File: config.mk
export PLATFORM = sky130hd
export DESIGN_NAME = sdp_top
export DESIGN_NICKNAME = d
export VERILOG_FILES = /design/src/include/sdp_pkg.sv /design/src/rtl/sdp_top.sv
export SDC_FILE = /design/constraint.sdc
export NUM_CORES = 1
export LEC_CHECK = 0
export ABC_AREA = 1
export BUFFER_PORTS_ARGS = -buffer_cell sky130_fd_sc_hd__buf_2
export CORE_UTILIZATION = 57
export CTS_CLUSTER_DIAMETER = 120
export DETAILED_ROUTE_END_ITERATION = 10
export PLACE_DENSITY_LB_ADDON = 0.05
export SLEW_MARGIN = 20
export SYNTH_ARGS = -nofsm -noshare
export SYNTH_HDL_FRONTEND = slang
export SYNTH_SLANG_ARGS = --single-unit
File: constraint.sdc
create_clock -name clock_i -period 2.1 [get_ports clock_i]
set_clock_uncertainty 0.2 [all_clocks]
set_input_delay 0.42 -clock clock_i [delete_from_list [all_inputs] [get_ports clock_i]]
set_output_delay 0.42 -clock clock_i [all_outputs]
set_load 0.05 [all_outputs]
File: src/include/sdp_pkg.sv
// constants and carriers for the dual pulse-density / pwm generator
// assumes one system clock; pwm pacing arrives as tick enables
package sdp_pkg;
   // register map, 8-bit data, byte addresses
   localparam logic [2:0] SDP_ADDR_CTRL = 3'h0;
   localparam logic [2:0] SDP_ADDR_DUTY_LO = 3'h1;
   localparam logic [2:0] SDP_ADDR_DUTY_HI = 3'h2;
   localparam logic [2:0] SDP_ADDR_PAIR2_LO = 3'h3;
   localparam logic [2:0] SDP_ADDR_PAIR2_HI = 3'h4;
   localparam logic [2:0] SDP_ADDR_STATUS = 3'h5;
   localparam logic [7:0] SDP_CTRL_RST = 8'h00;
   localparam logic [7:0] SDP_DUTY_RST = 8'h00;
   // control field positions
   localparam int SDP_CSEL_LSB = 0;
   localparam int SDP_CDIV_LSB = 2;
   localparam int SDP_MODE_LSB = 4;
   localparam logic [7:0] SDP_CTRL_WMASK = 8'h7F;
   // mode codes
   localparam logic [2:0] SDP_MODE_OFF = 3'h0;
   localparam logic [2:0] SDP_MODE_NRZ = 3'h4;
   localparam logic [2:0] SDP_MODE_PWM8 = 3'h5;
   localparam logic [2:0] SDP_MODE_RZ = 3'h6;
   // clock source codes
   localparam logic [1:0] SDP_CSEL_XDIV = 2'h0;
   localparam logic [1:0] SDP_CSEL_XTAL = 2'h1;
   localparam logic [1:0] SDP_CSEL_EXT = 2'h2;
   localparam logic [1:0] SDP_CSEL_PLL = 2'h3;
   // crystal divider and prescaler
   localparam logic [3:0] SDP_XDIV_LAST = 4'hE;
   localparam logic [5:0] SDP_PRE_LAST1 = 6'h00;
   localparam logic [5:0] SDP_PRE_LAST4 = 6'h03;
   localparam logic [5:0] SDP_PRE_LAST16 = 6'h0F;
   localparam logic [5:0] SDP_PRE_LAST64 = 6'h3F;

   typedef struct packed {
      logic [2:0] mode;
      logic [1:0] cdiv;
      logic [1:0] csel;
   } sdp_ctrl_s;

   typedef struct packed {
      logic dout;
      logic oe;
   } sdp_pin_s;
endpackage

File: src/rtl/sdp_top.sv
// two-output pulse generator: nrz and rz pulse-density dac and dual 8-bit pwm
// assumes all inputs synchronous to clock_i; crystal and pll sources arrive as tick pulses, ext_clk_i as a level whose rising edge is detected
//
// Strobed register access and the address map were left to the implementer.
`timescale 1ns/1ps
module sdp_top
   import sdp_pkg::*;
#(
   parameter int ACC_W = 16,
   parameter int PWM_W = 8
)
(
   input wire logic clock_i,
   input wire logic sys_rst_i,
   input wire logic ce_i,
   input wire logic [2:0] addr_i,
   input wire logic [7:0] wdata_i,
   input wire logic wr_i,
   input wire logic rd_i,
   output logic [7:0] rdata_o,
   input wire logic xtal_tick_i,
   input wire logic pll_tick_i,
   input wire logic ext_clk_i,
   input wire logic port_a_dout_i,
   input wire logic port_a_oe_i,
   input wire logic port_b_dout_i,
   input wire logic port_b_oe_i,
   output logic pin_a_o,
   output logic pin_a_oe_o,
   output logic pin_b_o,
   output logic pin_b_oe_o
);
   if (ACC_W != 2 * PWM_W || PWM_W != 8)
   begin : g_width_check
      $error("sdp_top: only 16-bit accumulators over 8-bit bytes are served");
   end

   // register file
   sdp_ctrl_s ctrl_ff, nxt_ctrl;
   logic [7:0] duty_a_low_byte_ff, nxt_duty_lo;
   logic [7:0] duty_a_high_byte_ff, nxt_duty_hi;
   logic [7:0] second_pair_low_byte_ff, nxt_p2_lo;
   logic [7:0] second_pair_high_byte_ff, nxt_p2_hi;
   logic [7:0] rdata_ff, nxt_rdata;
   // pacing
   logic [3:0] xdiv_ff, nxt_xdiv;
   logic [5:0] pre_ff, nxt_pre;
   logic ext_q_ff, nxt_ext_q;
   logic tick15, src_tick, pwm_tick;
   logic [5:0] pre_last;
   // datapath
   logic [15:0] acc_a_ff, nxt_acc_a, acc_b_ff, nxt_acc_b;
   logic bit_a_ff, nxt_bit_a, bit_b_ff, nxt_bit_b;
   logic [7:0] cnt_a_ff, nxt_cnt_a, cnt_b_ff, nxt_cnt_b;
   logic [15:0] elapsed_ff, nxt_elapsed, period_ff, nxt_period;
   logic pin_a_ff, nxt_pin_a, pin_b_ff, nxt_pin_b;
   logic [16:0] sum_a, sum_b;
   logic [15:0] duty_a16, duty_b16;
   logic [16:0] elapsed_x2;
   logic hi_half;
   logic is_nrz, is_rz, is_pwm, is_dac, is_on;
   sdp_pin_s pa, pb;

   assign duty_a16 = {duty_a_high_byte_ff, duty_a_low_byte_ff};
   assign duty_b16 = {second_pair_high_byte_ff, second_pair_low_byte_ff};

   // mode decode; unsupported codes behave as disabled
   assign is_nrz = (ctrl_ff.mode == SDP_MODE_NRZ);
   assign is_pwm = (ctrl_ff.mode == SDP_MODE_PWM8);
   assign is_rz = (ctrl_ff.mode == SDP_MODE_RZ);
   assign is_dac = is_nrz | is_rz;
   assign is_on = is_dac | is_pwm;

   // clock source select and shared prescaler
   assign tick15 = xtal_tick_i && (xdiv_ff == SDP_XDIV_LAST);
   always_comb
   begin
      case (ctrl_ff.csel)
         SDP_CSEL_XDIV: src_tick = tick15;
         SDP_CSEL_XTAL: src_tick = xtal_tick_i;
         SDP_CSEL_EXT: src_tick = ext_clk_i & ~ext_q_ff;
         SDP_CSEL_PLL: src_tick = pll_tick_i;
         default: src_tick = 1'b0;
      endcase
      case (ctrl_ff.cdiv)
         2'h0: pre_last = SDP_PRE_LAST1;
         2'h1: pre_last = SDP_PRE_LAST4;
         2'h2: pre_last = SDP_PRE_LAST16;
         default: pre_last = SDP_PRE_LAST64;
      endcase
   end
   assign pwm_tick = ce_i && src_tick && (pre_ff >= pre_last);

   // register bus next state
   always_comb
   begin
      nxt_ctrl = ctrl_ff;
      nxt_duty_lo = duty_a_low_byte_ff;
      nxt_duty_hi = duty_a_high_byte_ff;
      nxt_p2_lo = second_pair_low_byte_ff;
      nxt_p2_hi = second_pair_high_byte_ff;
      nxt_rdata = 8'h00;
      if (wr_i)
      begin
         case (addr_i)
            SDP_ADDR_CTRL: nxt_ctrl = sdp_ctrl_s'(wdata_i[6:0] & SDP_CTRL_WMASK[6:0]);
            SDP_ADDR_DUTY_LO: nxt_duty_lo = wdata_i;
            SDP_ADDR_DUTY_HI: nxt_duty_hi = wdata_i;
            SDP_ADDR_PAIR2_LO: nxt_p2_lo = wdata_i;
            SDP_ADDR_PAIR2_HI: nxt_p2_hi = wdata_i;
            default: nxt_rdata = 8'h00;
         endcase
      end
      if (rd_i)
      begin
         case (addr_i)
            SDP_ADDR_CTRL: nxt_rdata = {1'b0, ctrl_ff};
            SDP_ADDR_DUTY_LO: nxt_rdata = duty_a_low_byte_ff;
            SDP_ADDR_DUTY_HI: nxt_rdata = duty_a_high_byte_ff;
            SDP_ADDR_PAIR2_LO: nxt_rdata = second_pair_low_byte_ff;
            SDP_ADDR_PAIR2_HI: nxt_rdata = second_pair_high_byte_ff;
            SDP_ADDR_STATUS: nxt_rdata = {4'h0, hi_half, is_on, pin_b_ff, pin_a_ff};
            default: nxt_rdata = 8'h00;
         endcase
      end
   end

   always_ff @(posedge clock_i)
   begin
      if (sys_rst_i)
      begin
         ctrl_ff <= sdp_ctrl_s'(SDP_CTRL_RST[6:0]);
         duty_a_low_byte_ff <= SDP_DUTY_RST;
         duty_a_high_byte_ff <= SDP_DUTY_RST;
         second_pair_low_byte_ff <= SDP_DUTY_RST;
         second_pair_high_byte_ff <= SDP_DUTY_RST;
         rdata_ff <= 8'h00;
      end
      else if (ce_i)
      begin
         ctrl_ff <= nxt_ctrl;
         duty_a_low_byte_ff <= nxt_duty_lo;
         duty_a_high_byte_ff <= nxt_duty_hi;
         second_pair_low_byte_ff <= nxt_p2_lo;
         second_pair_high_byte_ff <= nxt_p2_hi;
         rdata_ff <= nxt_rdata;
      end
   end
   assign rdata_o = rdata_ff;

   // pulse generation next state
   assign sum_a = {1'b0, acc_a_ff} + {1'b0, duty_a16};
   assign sum_b = {1'b0, acc_b_ff} + {1'b0, duty_b16};
   assign elapsed_x2 = {elapsed_ff, 1'b0};
   assign hi_half = elapsed_x2 < {1'b0, period_ff};

   always_comb
   begin
      nxt_xdiv = xdiv_ff;
      nxt_pre = pre_ff;
      nxt_ext_q = ext_clk_i;
      nxt_acc_a = acc_a_ff;
      nxt_acc_b = acc_b_ff;
      nxt_bit_a = bit_a_ff;
      nxt_bit_b = bit_b_ff;
      nxt_cnt_a = cnt_a_ff;
      nxt_cnt_b = cnt_b_ff;
      nxt_elapsed = (elapsed_ff == 16'hFFFF) ? elapsed_ff : elapsed_ff + 16'h0001;
      nxt_period = period_ff;
      if (xtal_tick_i)
         nxt_xdiv = (xdiv_ff == SDP_XDIV_LAST) ? 4'h0 : xdiv_ff + 4'h1;
      if (src_tick)
         nxt_pre = (pre_ff >= pre_last) ? 6'h00 : pre_ff + 6'h01;
      if (pwm_tick)
      begin
         nxt_elapsed = 16'h0000;
         nxt_period = (elapsed_ff == 16'hFFFF) ? elapsed_ff : elapsed_ff + 16'h0001;
         if (is_dac)
         begin
            // carry marks a high cycle; spreads highs evenly
            nxt_acc_a = sum_a[15:0];
            nxt_acc_b = sum_b[15:0];
            nxt_bit_a = sum_a[16];
            nxt_bit_b = sum_b[16];
         end
         if (is_pwm)
         begin
            nxt_cnt_a = (cnt_a_ff == second_pair_low_byte_ff) ? 8'h00 : cnt_a_ff + 8'h01;
            nxt_cnt_b = (cnt_b_ff == second_pair_high_byte_ff) ? 8'h00 : cnt_b_ff + 8'h01;
         end
      end
      if (!is_dac)
      begin
         nxt_acc_a = 16'h0000;
         nxt_acc_b = 16'h0000;
         nxt_bit_a = 1'b0;
         nxt_bit_b = 1'b0;
      end
      if (!is_pwm)
      begin
         nxt_cnt_a = 8'h00;
         nxt_cnt_b = 8'h00;
      end
      nxt_pin_a = 1'b0;
      nxt_pin_b = 1'b0;
      if (is_nrz)
      begin
         nxt_pin_a = bit_a_ff;
         nxt_pin_b = bit_b_ff;
      end
      else if (is_rz)
      begin
         nxt_pin_a = bit_a_ff & hi_half;
         nxt_pin_b = bit_b_ff & hi_half;
      end
      else if (is_pwm)
      begin
         nxt_pin_a = cnt_a_ff < duty_a_low_byte_ff;
         nxt_pin_b = cnt_b_ff < duty_a_high_byte_ff;
      end
   end

   always_ff @(posedge clock_i)
   begin
      if (sys_rst_i)
      begin
         xdiv_ff <= 4'h0;
         pre_ff <= 6'h00;
         ext_q_ff <= 1'b0;
         acc_a_ff <= 16'h0000;
         acc_b_ff <= 16'h0000;
         bit_a_ff <= 1'b0;
         bit_b_ff <= 1'b0;
         cnt_a_ff <= 8'h00;
         cnt_b_ff <= 8'h00;
         elapsed_ff <= 16'h0000;
         period_ff <= 16'h0000;
         pin_a_ff <= 1'b0;
         pin_b_ff <= 1'b0;
      end
      else if (ce_i)
      begin
         xdiv_ff <= nxt_xdiv;
         pre_ff <= nxt_pre;
         ext_q_ff <= nxt_ext_q;
         acc_a_ff <= nxt_acc_a;
         acc_b_ff <= nxt_acc_b;
         bit_a_ff <= nxt_bit_a;
         bit_b_ff <= nxt_bit_b;
         cnt_a_ff <= nxt_cnt_a;
         cnt_b_ff <= nxt_cnt_b;
         elapsed_ff <= nxt_elapsed;
         period_ff <= nxt_period;
         pin_a_ff <= nxt_pin_a;
         pin_b_ff <= nxt_pin_b;
      end
   end

   // pin mux: disabled hands pins back to the port logic
   assign pa = is_on ? sdp_pin_s'{pin_a_ff, 1'b1} : sdp_pin_s'{port_a_dout_i, port_a_oe_i};
   assign pb = is_on ? sdp_pin_s'{pin_b_ff, 1'b1} : sdp_pin_s'{port_b_dout_i, port_b_oe_i};
   assign pin_a_o = pa.dout;
   assign pin_a_oe_o = pa.oe;
   assign pin_b_o = pb.dout;
   assign pin_b_oe_o = pb.oe;
endmodule

==> summary.txt <==
Status
  – Outcome: complete, but fails checks
  – Failing checks: negative setup slack

Critical path
  – Reg2reg path depth: 10
  – Largest delay share family, worst path: simple AND/OR/NAND/NOR gates
  – Critical Path Source Type: flip-flop
  – Slowest CP cell: dfxtp_4
  – Critical path arrival: 2.38 ns
  – Cell mode on critical path: nand3_2
  – Crit-path max FO: 6
  – Crit end category: flip-flop
  – Crit path kind: flip-flop to flip-flop
  – Critical Path RT: 2.26 ns
  – Buf+Inv Stages, Crit Path: 2
  – Critical path cell sequence: nor2_2 > ha_1 > buf_4 > nand4_1 > nand3_2 > nand3_4 > nor2_8 > clkbuf_16 > nand3_2 > a21oi_2
  – CP max stage delay: 0.38 ns
  – Worst path depth: 10

Synthesis
  – Ys async rst share: 0%
  – Most area-consuming cells after synthesis: dfxtp_1 31%, nand2_1 12%, ha_1 9.8%
  – Syn Inst Count: between 1000 and 1500
  – Synth area leader: dfxtp_1
  – Mean Syn Cell Area: slightly below 7 um2
  – Post-Synthesis Cell Area: between 9000 and 10000 um2
  – Yosys reg bits: around 140
  – Top-area cell type share of the netlist area: a little under a third
  – Number of synthesized flops with an enable pin: 0
  – Net Count, Synth: around 1400
  – Ys flop type: dfxtp_1
  – Seq/Total Area, Yosys: between 30% and 40%
  – Yosys Warn Count: 0
  – Synth unique cells: between 40 and 50

Cells and area
  – Share of cells above drive strength 1: roughly 16%
  – Layout area overhead: 21.03%
  – Final Util: a little under three quarters
  – Commonest non-fill, non-tap cell in the layout: nand2_1
  – Antenna cell count: 0
  – Final net count: between 1500 and 2000
  – Most frequent cells in the layout: 284 x nand2_1, 141 x nand3_1, 137 x inv_1, 137 x dfxtp_1, 128 x a21oi_1
  – Filler cells: around 1300

Timing
  – Worst Tran Pin Value: approximately 0.47 ns
  – Final Critical Period: 2.223 ns
  – Count of final hold-check violations: 0
  – PnR worst setup slack: -0.1228 ns
  – Fin Hold WS: roughly 0.05 ns
  – Setup_tns: -4.074 ns
  – FMAX: 0.4499 GHz
  – Final setup fails: 72
  – Final worst-path cycle share: 105.8%
  – RSZ-0062 raised after global routing: true
  – Rel. slew slack: 68.50%
  – Slew Limit Fails: 0

Hold path
  – HP Class: primary input to flip-flop
  – Hold path depth: 3

Place
  – PortBufs: 34
  – Post-detail-place hpwl: ~19 mm
  – Gpl congestion: between 0.9 and 1

Floorplan
  – Full die area: about 16000 um2
  – Die span in x: between 100 and 150 um
  – Core ar.: about 15000 um2
  – Die H: around 130 um
  – Ports: 35
  – Initial Utilization: between 50% and 60%
  – Cell Rows: 45

CTS
  – CTS buffer count: 17
  – CTS Buffer Depth: 2
  – TritonCTS clock tree: yes
  – CTS Hold Bufs: 0
  – # clock sinks: 142
  – Worst-Skew Late Latency: about 0.43 ns
  – H-tree depth: 4
  – CTS clk-pin slew, worst paths: around 0.060 ns
  – Root buffer cell: clkbuf_16

Routing
  – Top routing layer in use: met4
  – Met1 Routed Length: 12.07 mm
  – Vias per Instance: ~5.7
  – Pre-Repair DR Iteration Count: 5
  – Vias: just over 9000
  – Routed wire per std cell: about 16 um
  – Wire length on met3: approximately 1.9 mm
  – Total Wirelength: 26.96 mm
  – DR iter-0 viols: around 800
  – ANT nets after route: 0
  – DR DRC count: 0
  – Met2 routed WL: 12.12 mm

Power and ir drop
  – Pleak: between 0.004 and 0.005 uW
  – Tot Pwr: 6279 uW
  – Pwr/cell area: between 500 and 600 nW/um2
  – Peak supply drop: 0.5832 mV

Global route
  – Gr usage total: 32.39%
  – Pin count of the biggest net entering global routing: just over 50
  – Grt total ovfl: 0
  – Initial antenna violation count: 0
  – First-pass GRT wire length: between 40 and 50 mm
  – Vias in the first global route: around 8300

Flow run
  – Max_cap viols: 0
[timing repair]
action,in CTS,in global routing
pin swaps,3,26
cloned,0,6
setup endpoints to repair,56,86
gates resized for setup,24,85
setup buffers,3,7
[state kept, by name, indices dropped and copies added (netlist names), 4 cells and up]
register                  count
elapsed_ff                   16
acc_b_ff                     16
cnt_a_ff                      8
acc_a_ff                     16
cnt_b_ff                      8
xdiv_ff                       4
pre_ff                        6
ctrl_ff                       7
duty_a_high_byte_ff           8
period_ff                    16
rdata_o                       8
second_pair_low_byte_ff       8
duty_a_low_byte_ff            8
second_pair_high_byte_ff      8
[path summary, 6_finish.rpt]
| kind | start | endpoint | slack, ns |
|---|---|---|---|
| worst max-delay path | ctrl_ff[3] | acc_a_ff[7] | -0.12 |
| worst min-delay path | ext_clk_i | ext_q_ff | 0.05 |
| worst max register to register | ctrl_ff[3] | acc_a_ff[7] | -0.12 |
| worst min register to register | rdata_o[3] | rdata_o[3] | 0.25 |
[cell families (layout without fill, tap and decap cells)]
logic type	after synthesis	in the layout	synth area share, %
and+or+nand+nor	624	624	30.53
xor gates and xnor gates	34	34	3.288
adders and majority gates	73	73	10.25
AOI/OAI and AO/OA	275	275	15.75
DFF	142	142	31.39
buffers and inverters	191	289	8.787
[synthesized netlist by cell type, types with 2 or more instances]
cell type    n
o21ai_0     96
nand2_1    292
nand3_1    152
clkbuf_1    16
o21a_1       3
ha_1        71
o21ai_1      7
nor2_2       3
o21bai_1     2
nand4_1     15
and2_1       3
o22ai_1     12
xor2_1      26
nor3_1      17
inv_2        6
xnor2_1      8
nand2_2      5
buf_6        5
nor2_1     108
a211oi_1     4
fa_1         2
dfxtp_1    142
buf_2       15
nand3b_1     7
a21oi_1    146
buf_4        6
a31oi_1      2
inv_1      141
nor2_4       2
or2_2       11
[worst reg2reg max path, cell delays in order, from the launching register on]
cell	delay [ns]
dfxtp_4	0.38
nor2_2	0.05
ha_1	0.30
buf_4	0.11
nand4_1	0.11
nand3_2	0.12
nand3_4	0.16
nor2_8	0.29
clkbuf_16	0.23
nand3_2	0.07
a21oi_2	0.13
[metal layers]
layer	vias up	global-route usage, %
met5	-	0
met3	73	6.594
li1	4648	-
met1	4315	43.29
met2	313	52.53
met4	0	9.827
[power breakdown]
part | leakage (uW) | internal [uW] | switching [uW]
clock network | 0.000266 | 1730 | 1200
logic | 0.00348 | 207 | 379
registers | 0.00115 | 2730 | 32.5
[cell type report]
cell class	count	area [um2]	share of cell area [%]
Multi-Input combinational cell	1006	5731	52.28
Sequential cell	142	2854	26.04
Clock inverter	11	120.1	1.096
Timing Repair Buffer	110	987.2	9.007
Inverter	148	568.0	5.183
Clock buffer	20	436.7	3.984
Tap cell	211	264.0	2.409
[metrics by stage]
stage / std cells / cell area, um2 / setup WS [ns]
after CTS: 1635 / 10450 / -0.05147
after detailed placement: 1601 / 9821 / -0.05486
after global routing: 1648 / 10960 / -0.2231
after floorplan: 1339 / 9064 / -0.03015
after global placement: 1601 / 9821 / 0.002398
final: 1648 / 10960 / -0.1228
Note: power is estimated with default switching activity, not from simulation.
